===== src/core/arseq_defines.vh =====
// Overview of operation
// - one to four shots, each shot with its own dead interval
// - enabled only if function on, contact assigned, unblocked, not locked, timer idle
// - breaker open after initiating trip starts dead timer; expiry closes, counts, adjusts
// - lockout when shot limit already reached and another trip occurs; default one
// - breaker failure forces lockout at any time
// - lockout disables reclosing and restores initial protection settings
// - lockout cleared by panel, input, comms reset, or qualified manual close
// - reset timer from first initiation clears shot count and settings on expiry
// - repeated trip-reclose-reset cycle restores settings but keeps shot count
// - manual close blocks reclosing for interval; clean expiry clears lockout and count
// - external-close detection treats open-to-closed transition as manual close
// - incomplete-sequence timer abandons initiation if close conditions stay unmet
// - reclose blocked if breaker not open, close block, or sync check blocking
// - enabled, in-progress and lockout each drive configurable aux relays 3 to 7
// - in-progress indication from initiation until close command issued
// - overcurrent initiation accepted only from trip-and-reclose elements
// - reclose count over sliding hour above limit forces lockout
//
// Purpose: constants of the autoreclose sequencer
// Assumes: 20 MHz core clock, one-second tick derived from it
// Notes: interval settings are given in whole seconds (dead time in 10 ms units)
`ifndef ARSEQ_DEFINES_VH
`define ARSEQ_DEFINES_VH
`define ARSEQ_CLK_HZ 20000000
`define ARSEQ_TICK_MS 10
`define ARSEQ_TICK_CYC ((`ARSEQ_CLK_HZ / 1000) * `ARSEQ_TICK_MS)
`define ARSEQ_SEC_TICKS 100
`define ARSEQ_HOUR_S 3600
`define ARSEQ_HOUR_SLOTS 60
`define ARSEQ_SLOT_S (`ARSEQ_HOUR_S / `ARSEQ_HOUR_SLOTS)
`define ARSEQ_SHOT_LIMIT_RST 3'h1
`define ARSEQ_RESET_S_RST 10'h03c
`define ARSEQ_MC_BLOCK_S_RST 8'h0a
`define ARSEQ_TIMEOUT_S_RST 10'h01e
`define ARSEQ_PUMP_LIMIT 2'h2
`endif


===== src/core/arseq_tick.v =====
// Purpose: divider giving one-cycle enable pulses
// Assumes: single clock, synchronous reset copy
// Notes: period parameter sets the pulse spacing
`timescale 1ns/1ps
module arseq_tick #(
    parameter PERIOD = 200000
) (
    input wire core_clk,
    input wire rst_n,
    input wire en,
    output reg tick_q
);
    reg [31:0] cnt_q;
    always @(posedge core_clk or negedge rst_n) begin
        if (!rst_n) begin
            cnt_q <= 32'h0;
            tick_q <= 1'b0;
        end else if (!en) begin
            tick_q <= 1'b0;
        end else if (cnt_q == PERIOD - 1) begin
            cnt_q <= 32'h0;
            tick_q <= 1'b1;
        end else begin
            cnt_q <= cnt_q + 32'h1;
            tick_q <= 1'b0;
        end
    end
endmodule // arseq_tick


===== src/core/arseq_top.v =====
// Purpose: feeder breaker autoreclose sequencer
// Assumes: all inputs synchronous to core_clk; settings held steady in operation
// Notes: dead times in 10 ms units, other intervals in seconds
`timescale 1ns/1ps
`include "arseq_defines.vh"
module arseq_top #(
    parameter TICK_CYC = `ARSEQ_TICK_CYC,
    parameter SEC_TICKS = `ARSEQ_SEC_TICKS
) (
    input wire core_clk,
    input wire rst_n,
    input wire reclose_scheme_enable,
    input wire [2:0] shot_limit,
    input wire [9:0] sequence_reset_interval,
    input wire [7:0] manual_close_block_interval,
    input wire external_close_detect_enable,
    input wire [9:0] shot_timeout_interval,
    input wire [5:0] hourly_reclose_limit,
    input wire [14:0] dead_interval_1,
    input wire [14:0] dead_interval_2,
    input wire [14:0] dead_interval_3,
    input wire [14:0] dead_interval_4,
    input wire [7:0] oc_trip,
    input wire [7:0] oc_pickup,
    input wire [7:0] trip_and_reclose_function,
    input wire ext_initiate,
    input wire breaker_contact_assigned,
    input wire breaker_closed_contact,
    input wire breaker_open_contact,
    input wire block_reclose,
    input wire cancel_reclose,
    input wire close_block,
    input wire sync_block,
    input wire breaker_fail,
    input wire panel_reset,
    input wire input_reset,
    input wire comms_reset,
    input wire manual_close_cmd,
    input wire [4:0] enabled_relay_sel,
    input wire [4:0] progress_relay_sel,
    input wire [4:0] lockout_relay_sel,
    output reg close_pulse,
    output reg [2:0] shot_count,
    output reg [2:0] prot_stage,
    output reg scheme_enabled,
    output reg in_progress,
    output reg lockout,
    output reg [4:0] aux_relays
);
    localparam ST_IDLE = 2'h0;
    localparam ST_WAIT_OPEN = 2'h1;
    localparam ST_DEAD = 2'h2;
    reg rs1_q, rs2_q;
    always @(posedge core_clk or negedge rst_n) begin
        if (!rst_n) begin
            rs1_q <= 1'b0;
            rs2_q <= 1'b0;
        end else begin
            rs1_q <= 1'b1;
            rs2_q <= rs1_q;
        end
    end
    wire srst_n = rs2_q;

    wire tick_10ms;
    arseq_tick #(.PERIOD(TICK_CYC)) u_tick (
        .core_clk(core_clk),
        .rst_n(srst_n),
        .en(1'b1),
        .tick_q(tick_10ms)
    );
    reg [6:0] sub_q;
    reg sec_q;
    always @(posedge core_clk or negedge srst_n) begin
        if (!srst_n) begin
            sub_q <= 7'h0;
            sec_q <= 1'b0;
        end else begin
            sec_q <= 1'b0;
            if (tick_10ms) begin
                if (sub_q == SEC_TICKS - 1) begin
                    sub_q <= 7'h0;
                    sec_q <= 1'b1;
                end else begin
                    sub_q <= sub_q + 7'h1;
                end
            end
        end
    end

    reg [1:0] st_q;
    reg [2:0] shots_q;
    reg [2:0] stage_q;
    reg lock_q, close_q;
    reg [14:0] dead_q;
    reg [9:0] rst_tmr_q, to_tmr_q;
    reg rst_run_q;
    reg [7:0] mc_tmr_q;
    reg mc_run_q, mc_lock_clear_q;
    reg brk_prev_q;
    reg [1:0] pump_q;
    reg closed_since_q;
    reg [5:0] hr_slot_q;
    reg [5:0] hr_sec_q;
    reg [5:0] hr_cnt [0:59];
    reg [11:0] hr_total_q;
    wire [5:0] hr_next = (hr_slot_q == `ARSEQ_HOUR_SLOTS - 1) ? 6'h0 : hr_slot_q + 6'h1;
    integer i;

    wire brk_open = breaker_open_contact | ~breaker_closed_contact;
    wire brk_closed = breaker_closed_contact & ~breaker_open_contact;
    wire oc_init = |(oc_trip & trip_and_reclose_function);
    wire initiate = oc_init | ext_initiate;
    wire any_trip = |oc_trip;
    wire manual_close = external_close_detect_enable ? (brk_closed & ~brk_prev_q)
                                                     : manual_close_cmd;
    wire enabled = reclose_scheme_enable & breaker_contact_assigned & ~block_reclose &
                   ~cancel_reclose & ~lock_q & ~mc_run_q;
    wire close_ok = brk_open & ~close_block & ~sync_block;
    reg [14:0] dead_sel;
    always @* begin
        case (shots_q)
            3'h0: dead_sel = dead_interval_1;
            3'h1: dead_sel = dead_interval_2;
            3'h2: dead_sel = dead_interval_3;
            default: dead_sel = dead_interval_4;
        endcase
    end
    wire [2:0] limit = (shot_limit == 3'h0) ? 3'h1 : ((shot_limit > 3'h4) ? 3'h4 : shot_limit);
    wire rate_trip = (hr_total_q > {6'h0, hourly_reclose_limit});
    wire op_reset = panel_reset | input_reset | comms_reset;

    always @(posedge core_clk or negedge srst_n) begin
        if (!srst_n) begin
            st_q <= ST_IDLE;
            shots_q <= 3'h0;
            stage_q <= 3'h0;
            lock_q <= 1'b0;
            close_q <= 1'b0;
            dead_q <= 15'h0;
            rst_tmr_q <= 10'h0;
            rst_run_q <= 1'b0;
            to_tmr_q <= 10'h0;
            mc_tmr_q <= 8'h0;
            mc_run_q <= 1'b0;
            mc_lock_clear_q <= 1'b0;
            // idles as closed so a breaker already closed at reset is no manual close
            brk_prev_q <= 1'b1;
            pump_q <= 2'h0;
            closed_since_q <= 1'b0;
        end else begin
            close_q <= 1'b0;
            brk_prev_q <= brk_closed;
            if (manual_close) begin
                mc_run_q <= 1'b1;
                mc_tmr_q <= 8'h0;
                mc_lock_clear_q <= 1'b1;
            end else if (mc_run_q) begin
                if (any_trip) begin
                    mc_run_q <= 1'b0;
                    mc_lock_clear_q <= 1'b0;
                end else if (mc_tmr_q >= manual_close_block_interval) begin
                    mc_run_q <= 1'b0;
                    // manual close clears only without pickup
                    if (mc_lock_clear_q && oc_pickup == 8'h0) begin
                        lock_q <= 1'b0;
                        shots_q <= 3'h0;
                        stage_q <= 3'h0;
                    end
                    mc_lock_clear_q <= 1'b0;
                end else if (sec_q) begin
                    mc_tmr_q <= mc_tmr_q + 8'h1;
                end
            end
            if (rst_run_q && sec_q)
                rst_tmr_q <= rst_tmr_q + 10'h1;
            if (rst_run_q && st_q == ST_IDLE && rst_tmr_q >= sequence_reset_interval) begin
                rst_run_q <= 1'b0;
                if (pump_q >= `ARSEQ_PUMP_LIMIT) begin
                    stage_q <= 3'h0;
                end else begin
                    shots_q <= 3'h0;
                    stage_q <= 3'h0;
                end
                if (pump_q != 2'h3)
                    pump_q <= pump_q + 2'h1;
            end
            if (closed_since_q && rst_run_q == 1'b0 && any_trip == 1'b0 && lock_q)
                pump_q <= 2'h0;
            if (op_reset && !breaker_fail && !rate_trip) begin
                lock_q <= 1'b0;
                shots_q <= 3'h0;
                stage_q <= 3'h0;
                pump_q <= 2'h0;
            end
            case (st_q)
                ST_IDLE: begin
                    if (initiate && enabled) begin
                        if (shots_q >= limit) begin
                            lock_q <= 1'b1;
                        end else begin
                            st_q <= ST_WAIT_OPEN;
                            to_tmr_q <= 10'h0;
                            if (!rst_run_q) begin
                                rst_run_q <= 1'b1;
                                rst_tmr_q <= 10'h0;
                            end
                        end
                    end
                end
                ST_WAIT_OPEN: begin
                    if (close_ok) begin
                        st_q <= ST_DEAD;
                        dead_q <= 15'h0;
                    end
                end
                ST_DEAD: begin
                    if (!close_ok) begin
                        st_q <= ST_WAIT_OPEN;
                    end else if (dead_q > dead_sel) begin
                        st_q <= ST_IDLE;
                        shots_q <= shots_q + 3'h1;
                        stage_q <= shots_q + 3'h1;
                        close_q <= 1'b1;
                    end else if (tick_10ms) begin
                        dead_q <= dead_q + 15'h1;
                    end
                end
                default: st_q <= ST_IDLE;
            endcase
            if (st_q != ST_IDLE) begin
                if (to_tmr_q >= shot_timeout_interval && !close_ok)
                    st_q <= ST_IDLE;
                else if (sec_q)
                    to_tmr_q <= to_tmr_q + 10'h1;
            end
            closed_since_q <= brk_closed;
            if (breaker_fail || rate_trip || cancel_reclose || block_reclose) begin
                // lockout outranks a close decided in the same cycle
                if (breaker_fail || rate_trip) begin
                    lock_q <= 1'b1;
                    close_q <= 1'b0;
                end
                st_q <= ST_IDLE;
            end
            if (lock_q) begin
                stage_q <= 3'h0;
                st_q <= ST_IDLE;
                rst_run_q <= 1'b0;
            end
        end
    end

    always @(posedge core_clk or negedge srst_n) begin
        if (!srst_n) begin
            hr_slot_q <= 6'h0;
            hr_sec_q <= 6'h0;
            hr_total_q <= 12'h0;
            for (i = 0; i < 60; i = i + 1)
                hr_cnt[i] <= 6'h0;
        end else begin
            if (sec_q && hr_sec_q == `ARSEQ_SLOT_S - 1) begin
                hr_sec_q <= 6'h0;
                // a close in the rollover cycle lands in the fresh slot, not lost
                hr_slot_q <= hr_next;
                hr_total_q <= hr_total_q - {6'h0, hr_cnt[hr_next]} + {11'h0, close_q};
                hr_cnt[hr_next] <= {5'h0, close_q};
            end else begin
                if (sec_q)
                    hr_sec_q <= hr_sec_q + 6'h1;
                if (close_q && hr_cnt[hr_slot_q] != 6'h3f) begin
                    hr_cnt[hr_slot_q] <= hr_cnt[hr_slot_q] + 6'h1;
                    hr_total_q <= hr_total_q + 12'h1;
                end
            end
        end
    end

    always @(posedge core_clk or negedge srst_n) begin
        if (!srst_n) begin
            close_pulse <= 1'b0;
            shot_count <= 3'h0;
            prot_stage <= 3'h0;
            scheme_enabled <= 1'b0;
            in_progress <= 1'b0;
            lockout <= 1'b0;
            aux_relays <= 5'h0;
        end else begin
            close_pulse <= close_q;
            shot_count <= shots_q;
            prot_stage <= stage_q;
            scheme_enabled <= enabled;
            in_progress <= (st_q != ST_IDLE);
            lockout <= lock_q;
            aux_relays <= (enabled ? enabled_relay_sel : 5'h0) |
                          ((st_q != ST_IDLE) ? progress_relay_sel : 5'h0) |
                          (lock_q ? lockout_relay_sel : 5'h0);
        end
    end
endmodule // arseq_top


===== config.mk =====
export PLATFORM = sky130hd
export DESIGN_NAME = arseq_top
export DESIGN_NICKNAME = d
export VERILOG_FILES = /design/src/core/arseq_tick.v /design/src/core/arseq_top.v
export VERILOG_INCLUDE_DIRS = /design/src /design/src/core
export SDC_FILE = /design/constraint.sdc
export NUM_CORES = 2
export LEC_CHECK = 0
export BUFFER_PORTS_ARGS = -buffer_cell sky130_fd_sc_hd__buf_2
export CAP_MARGIN = 10
export CORE_AREA = 2 2 263 265
export DETAILED_ROUTE_END_ITERATION = 6
export DIE_AREA = 0 0 265 267
export PLACE_DENSITY = 0.61
export SYNTH_ARGS = -nofsm -noshare
export SYNTH_HDL_FRONTEND = slang
export SYNTH_SLANG_ARGS = --single-unit

===== constraint.sdc =====
create_clock -name core_clk -period 43.4 [get_ports core_clk]
set_clock_uncertainty 0.15 [all_clocks]
set_input_delay 8.68 -clock core_clk [delete_from_list [all_inputs] [get_ports core_clk]]
set_output_delay 8.68 -clock core_clk [all_outputs]
set_load 0.05 [all_outputs]

==> flow_summary.ini <==
[pwr]
worst_ir_drop_on_vdd_mv = 0.0354
power_leakage_nw = 14.3
finalPower_mw = 1.03
power_density_mw_per_mm2 = 30.6

[place]
dp_hpwl_mm = 83.3
gp_routability_congestion = 1.08
total_of_buffers_placed_on_input_and_output_ports = 167
pre_cts_ws_ns = 31.68
placed_area_sq_mm = 0.0318

[clock_tree]
clkLatencyLatePin_ns = 0.66
clk_root_buffer_cell = sky130_fd_sc_hd__clkbuf_16
cts_buffer_count = 58
cts_setup_buffers = 0
ctsLongestPathBuffers = 3
post_cts_resize_count = 0
clock_sink_count = 502
post_cts_hold_buffer_count = 0
clk_pin_slew_ns = 0.06
htree_num_levels = 2
tritoncts_clock_tree = done

[global_routing]
initial_antenna_violation_count = 10
grt_first_pass_wirelength_mm = 185
grt_max_degree = 174
number_of_global_route_vias_before_repair = 28300
gr-total-overflow = 0
overall_routing_resource_usage = 0.350

[yosys]
synth_nets = 3517
synth_commonest_cells = sky130_fd_sc_hd__nand2_1, sky130_fd_sc_hd__dfrtp_1, sky130_fd_sc_hd__o21ai_0
seq_area_frac_synth = 0.415
post-synth-top-area-cell = sky130_fd_sc_hd__dfrtp_1
synth_top_area_share = 0.414
number_of_flops_mapped_to_enable_cells_by_yosys = 0
syn-mean-instance-area_sq_um = 9.27
synth_cells = 3269
post_synth_main_area_contributors = sky130_fd_sc_hd__dfrtp_1, sky130_fd_sc_hd__nand2_1, sky130_fd_sc_hd__o31ai_1
synth_top_flop_cell = sky130_fd_sc_hd__dfrtp_1
async_reset_ff_frac = 1.00
synth.most_common_cell = sky130_fd_sc_hd__nand2_1
syn_area_sq_mm = 0.0303
ys_seq_elements = 502
yosysWarnings = 0
synthDistinctLibCells = 91

[sta]
final.period_utilization = 0.256
worstMarginPinSlew_ns = 1.34
hold_vio_cnt_final = 0
setup_tns_ns = 0
setup_violations = 0
rsz_0062_raised_after_global_routing = no
setup_ws_ns = 32.30
max_freq_mhz = 90.1
post-route-min-period_ns = 11.10
smallest_hold_slack_ns = 0.208
timing.final.max_slew_violations = 0
slew-limit-headroom = 0.104

[floorplanning]
floorplan.die.width_um = 265
design.portCount = 168
die_area_sq_mm = 0.0708
effective_utilization_at_floorplan = 0.446
std_cell_rows = 96
coreArea_sq_mm = 0.0680
die-height_um = 267

[drt]
postRouteWirelength_mm = 126
drcViolationCount = 8
detail_route.first_pass.iterations = 7
detail_route_antenna_nets = 0
route.detailed.wl_per_inst_um = 29.6
drt-initial-drc-count = 4130
vias = 29300
route.detailed.vias_per_inst = 6.85

[finish]
design_area_sq_mm = 0.0339
syn2layout_area_growth_pct = 11.8
nets = 3589
final.fill_count = 6340
drive_gt1_frac = 0.141

[worst_setup_path]
critical_path_start_end_classification = in -> reg
crit_path_max_fanout = 8
worst_ep_arrival_time_ns = 11.50
setup.worst_path.start_class = primary input
crit_path_end_kind = flip-flop
r2r_slack_ns = 35.41
worst_ep_required_time_ns = 43.79

[flow_run]
maxCapViolCount = 0

[worst_hold_path]
type_of_the_most_critical_hold_path = reg -> async

[status]
failed_checks = DRC
status = finished, violations left
## layout make-up
cell class	count	area [sq um]	share of cell area
multi-input cells	2433	16300	0.482
flip-flops and latches	502	12600	0.371
clock buffers	85	1740	0.0513
repair buffers	234	1350	0.0399
well taps	882	1100	0.0326
inverters	112	420	0.0124
clock inverters	23	349	0.0103
diodes	2	5.00	0.000148
## power breakdown
group	internal (mW)	leakage, nW	switching [mW]
clock network	0.329	1.03	0.211
registers	0.469	6.89	0.00142
logic	0.00907	6.42	0.0159
## stage by stage
step,cells,utilization
floorplan,3269,-
global placement,4163,0.468
detailed placement,4163,0.468
CTS,4271,0.498
global route,4271,0.498
finish,4273,0.498
## worst max-delay path: stages
cell and delay [ns]:
sky130_fd_sc_hd__buf_2 0.10, sky130_fd_sc_hd__ha_1 0.27, sky130_fd_sc_hd__nand2b_1 0.14, sky130_fd_sc_hd__a21o_1 0.17, sky130_fd_sc_hd__a21o_1 0.17, sky130_fd_sc_hd__a21o_1 0.17, sky130_fd_sc_hd__a21o_1 0.19, sky130_fd_sc_hd__a2111oi_2 0.52
sky130_fd_sc_hd__o211ai_1 0.36, sky130_fd_sc_hd__or4_1 0.56, sky130_fd_sc_hd__a21oi_1 0.16
## cell families (layout without fill, tap and decap cells)
| group | after synthesis | after routing | synth area share |
|---|---|---|---|
| flip-flops | 502 | 502 | 0.415 |
| other | 1 | 3 | 0.000124 |
| adder cells (fa/ha/maj) | 95 | 95 | 0.0395 |
| multiplexers | 93 | 93 | 0.0421 |
| AO/OA/AOI/OAI | 1091 | 1091 | 0.266 |
| AND/OR/NAND/NOR | 1074 | 1074 | 0.164 |
| buffers and inverters | 334 | 454 | 0.0504 |
| XOR/XNOR | 79 | 79 | 0.0231 |
## sequential cells by signal, indices dropped and copies added (netlist names), 5 cells and up
name and count:
aux_relays 5, dead_q 15, hr_cnt 360, hr_sec_q 6
hr_slot_q 6, hr_total_q 12, mc_tmr_q 8, rst_tmr_q 10
sub_q 7, to_tmr_q 10, u_tick.cnt_q 32
## layer usage
metal	vias up	wire (um)	track usage
li1	12400	-	-
met1	14300	47600	0.447
met2	2028	52600	0.506
met3	519	17800	0.132
met4	10	8370	0.204
met5	-	63	0
## final timing paths
check / start / to / cells past startpoint
setup / recovery: manual_close_block_interval[0] / mc_tmr_q[3] / 11
hold / removal: rs2_q / hr_cnt[62] / 0
min in group core_clk: rs1_q / rs2_q / 0
max in group asynchronous: rst_n / rs2_q / 1
hold reg to reg: rs2_q / hr_cnt[62] / 0
setup reg to reg: hr_slot_q[5] / hr_total_q[7] / 21
## placed cells by master, fill, tap and decap left out, types with 23 or more instances in the layout
cell type / n
sky130_fd_sc_hd__ha_1: 94
sky130_fd_sc_hd__xor2_1: 27
sky130_fd_sc_hd__o31ai_1: 187
sky130_fd_sc_hd__nor2_1: 146
sky130_fd_sc_hd__a22o_1: 25
sky130_fd_sc_hd__a32o_1: 46
sky130_fd_sc_hd__nand4_1: 33
sky130_fd_sc_hd__nand2b_1: 29
sky130_fd_sc_hd__a21oi_1: 59
sky130_fd_sc_hd__mux4_2: 25
sky130_fd_sc_hd__a22oi_1: 37
sky130_fd_sc_hd__o21ai_4: 38
sky130_fd_sc_hd__o221ai_1: 63
sky130_fd_sc_hd__xnor2_1: 48
sky130_fd_sc_hd__a31oi_1: 23
sky130_fd_sc_hd__nand3_1: 85
sky130_fd_sc_hd__buf_2: 167
sky130_fd_sc_hd__clkbuf_16: 61
sky130_fd_sc_hd__o22ai_1: 118
sky130_fd_sc_hd__o22a_1: 100
sky130_fd_sc_hd__nor3_1: 74
sky130_fd_sc_hd__nand2_1: 534
sky130_fd_sc_hd__mux2_2: 26
sky130_fd_sc_hd__dfrtp_1: 497
sky130_fd_sc_hd__a21o_1: 30
sky130_fd_sc_hd__mux2i_1: 42
sky130_fd_sc_hd__inv_1: 110
sky130_fd_sc_hd__o21ai_0: 208
sky130_fd_sc_hd__buf_4: 66
sky130_fd_sc_hd__o21ai_1: 50
sky130_fd_sc_hd__nor2b_1: 23
No activity file was read; power rests on OpenSTA's default activity.
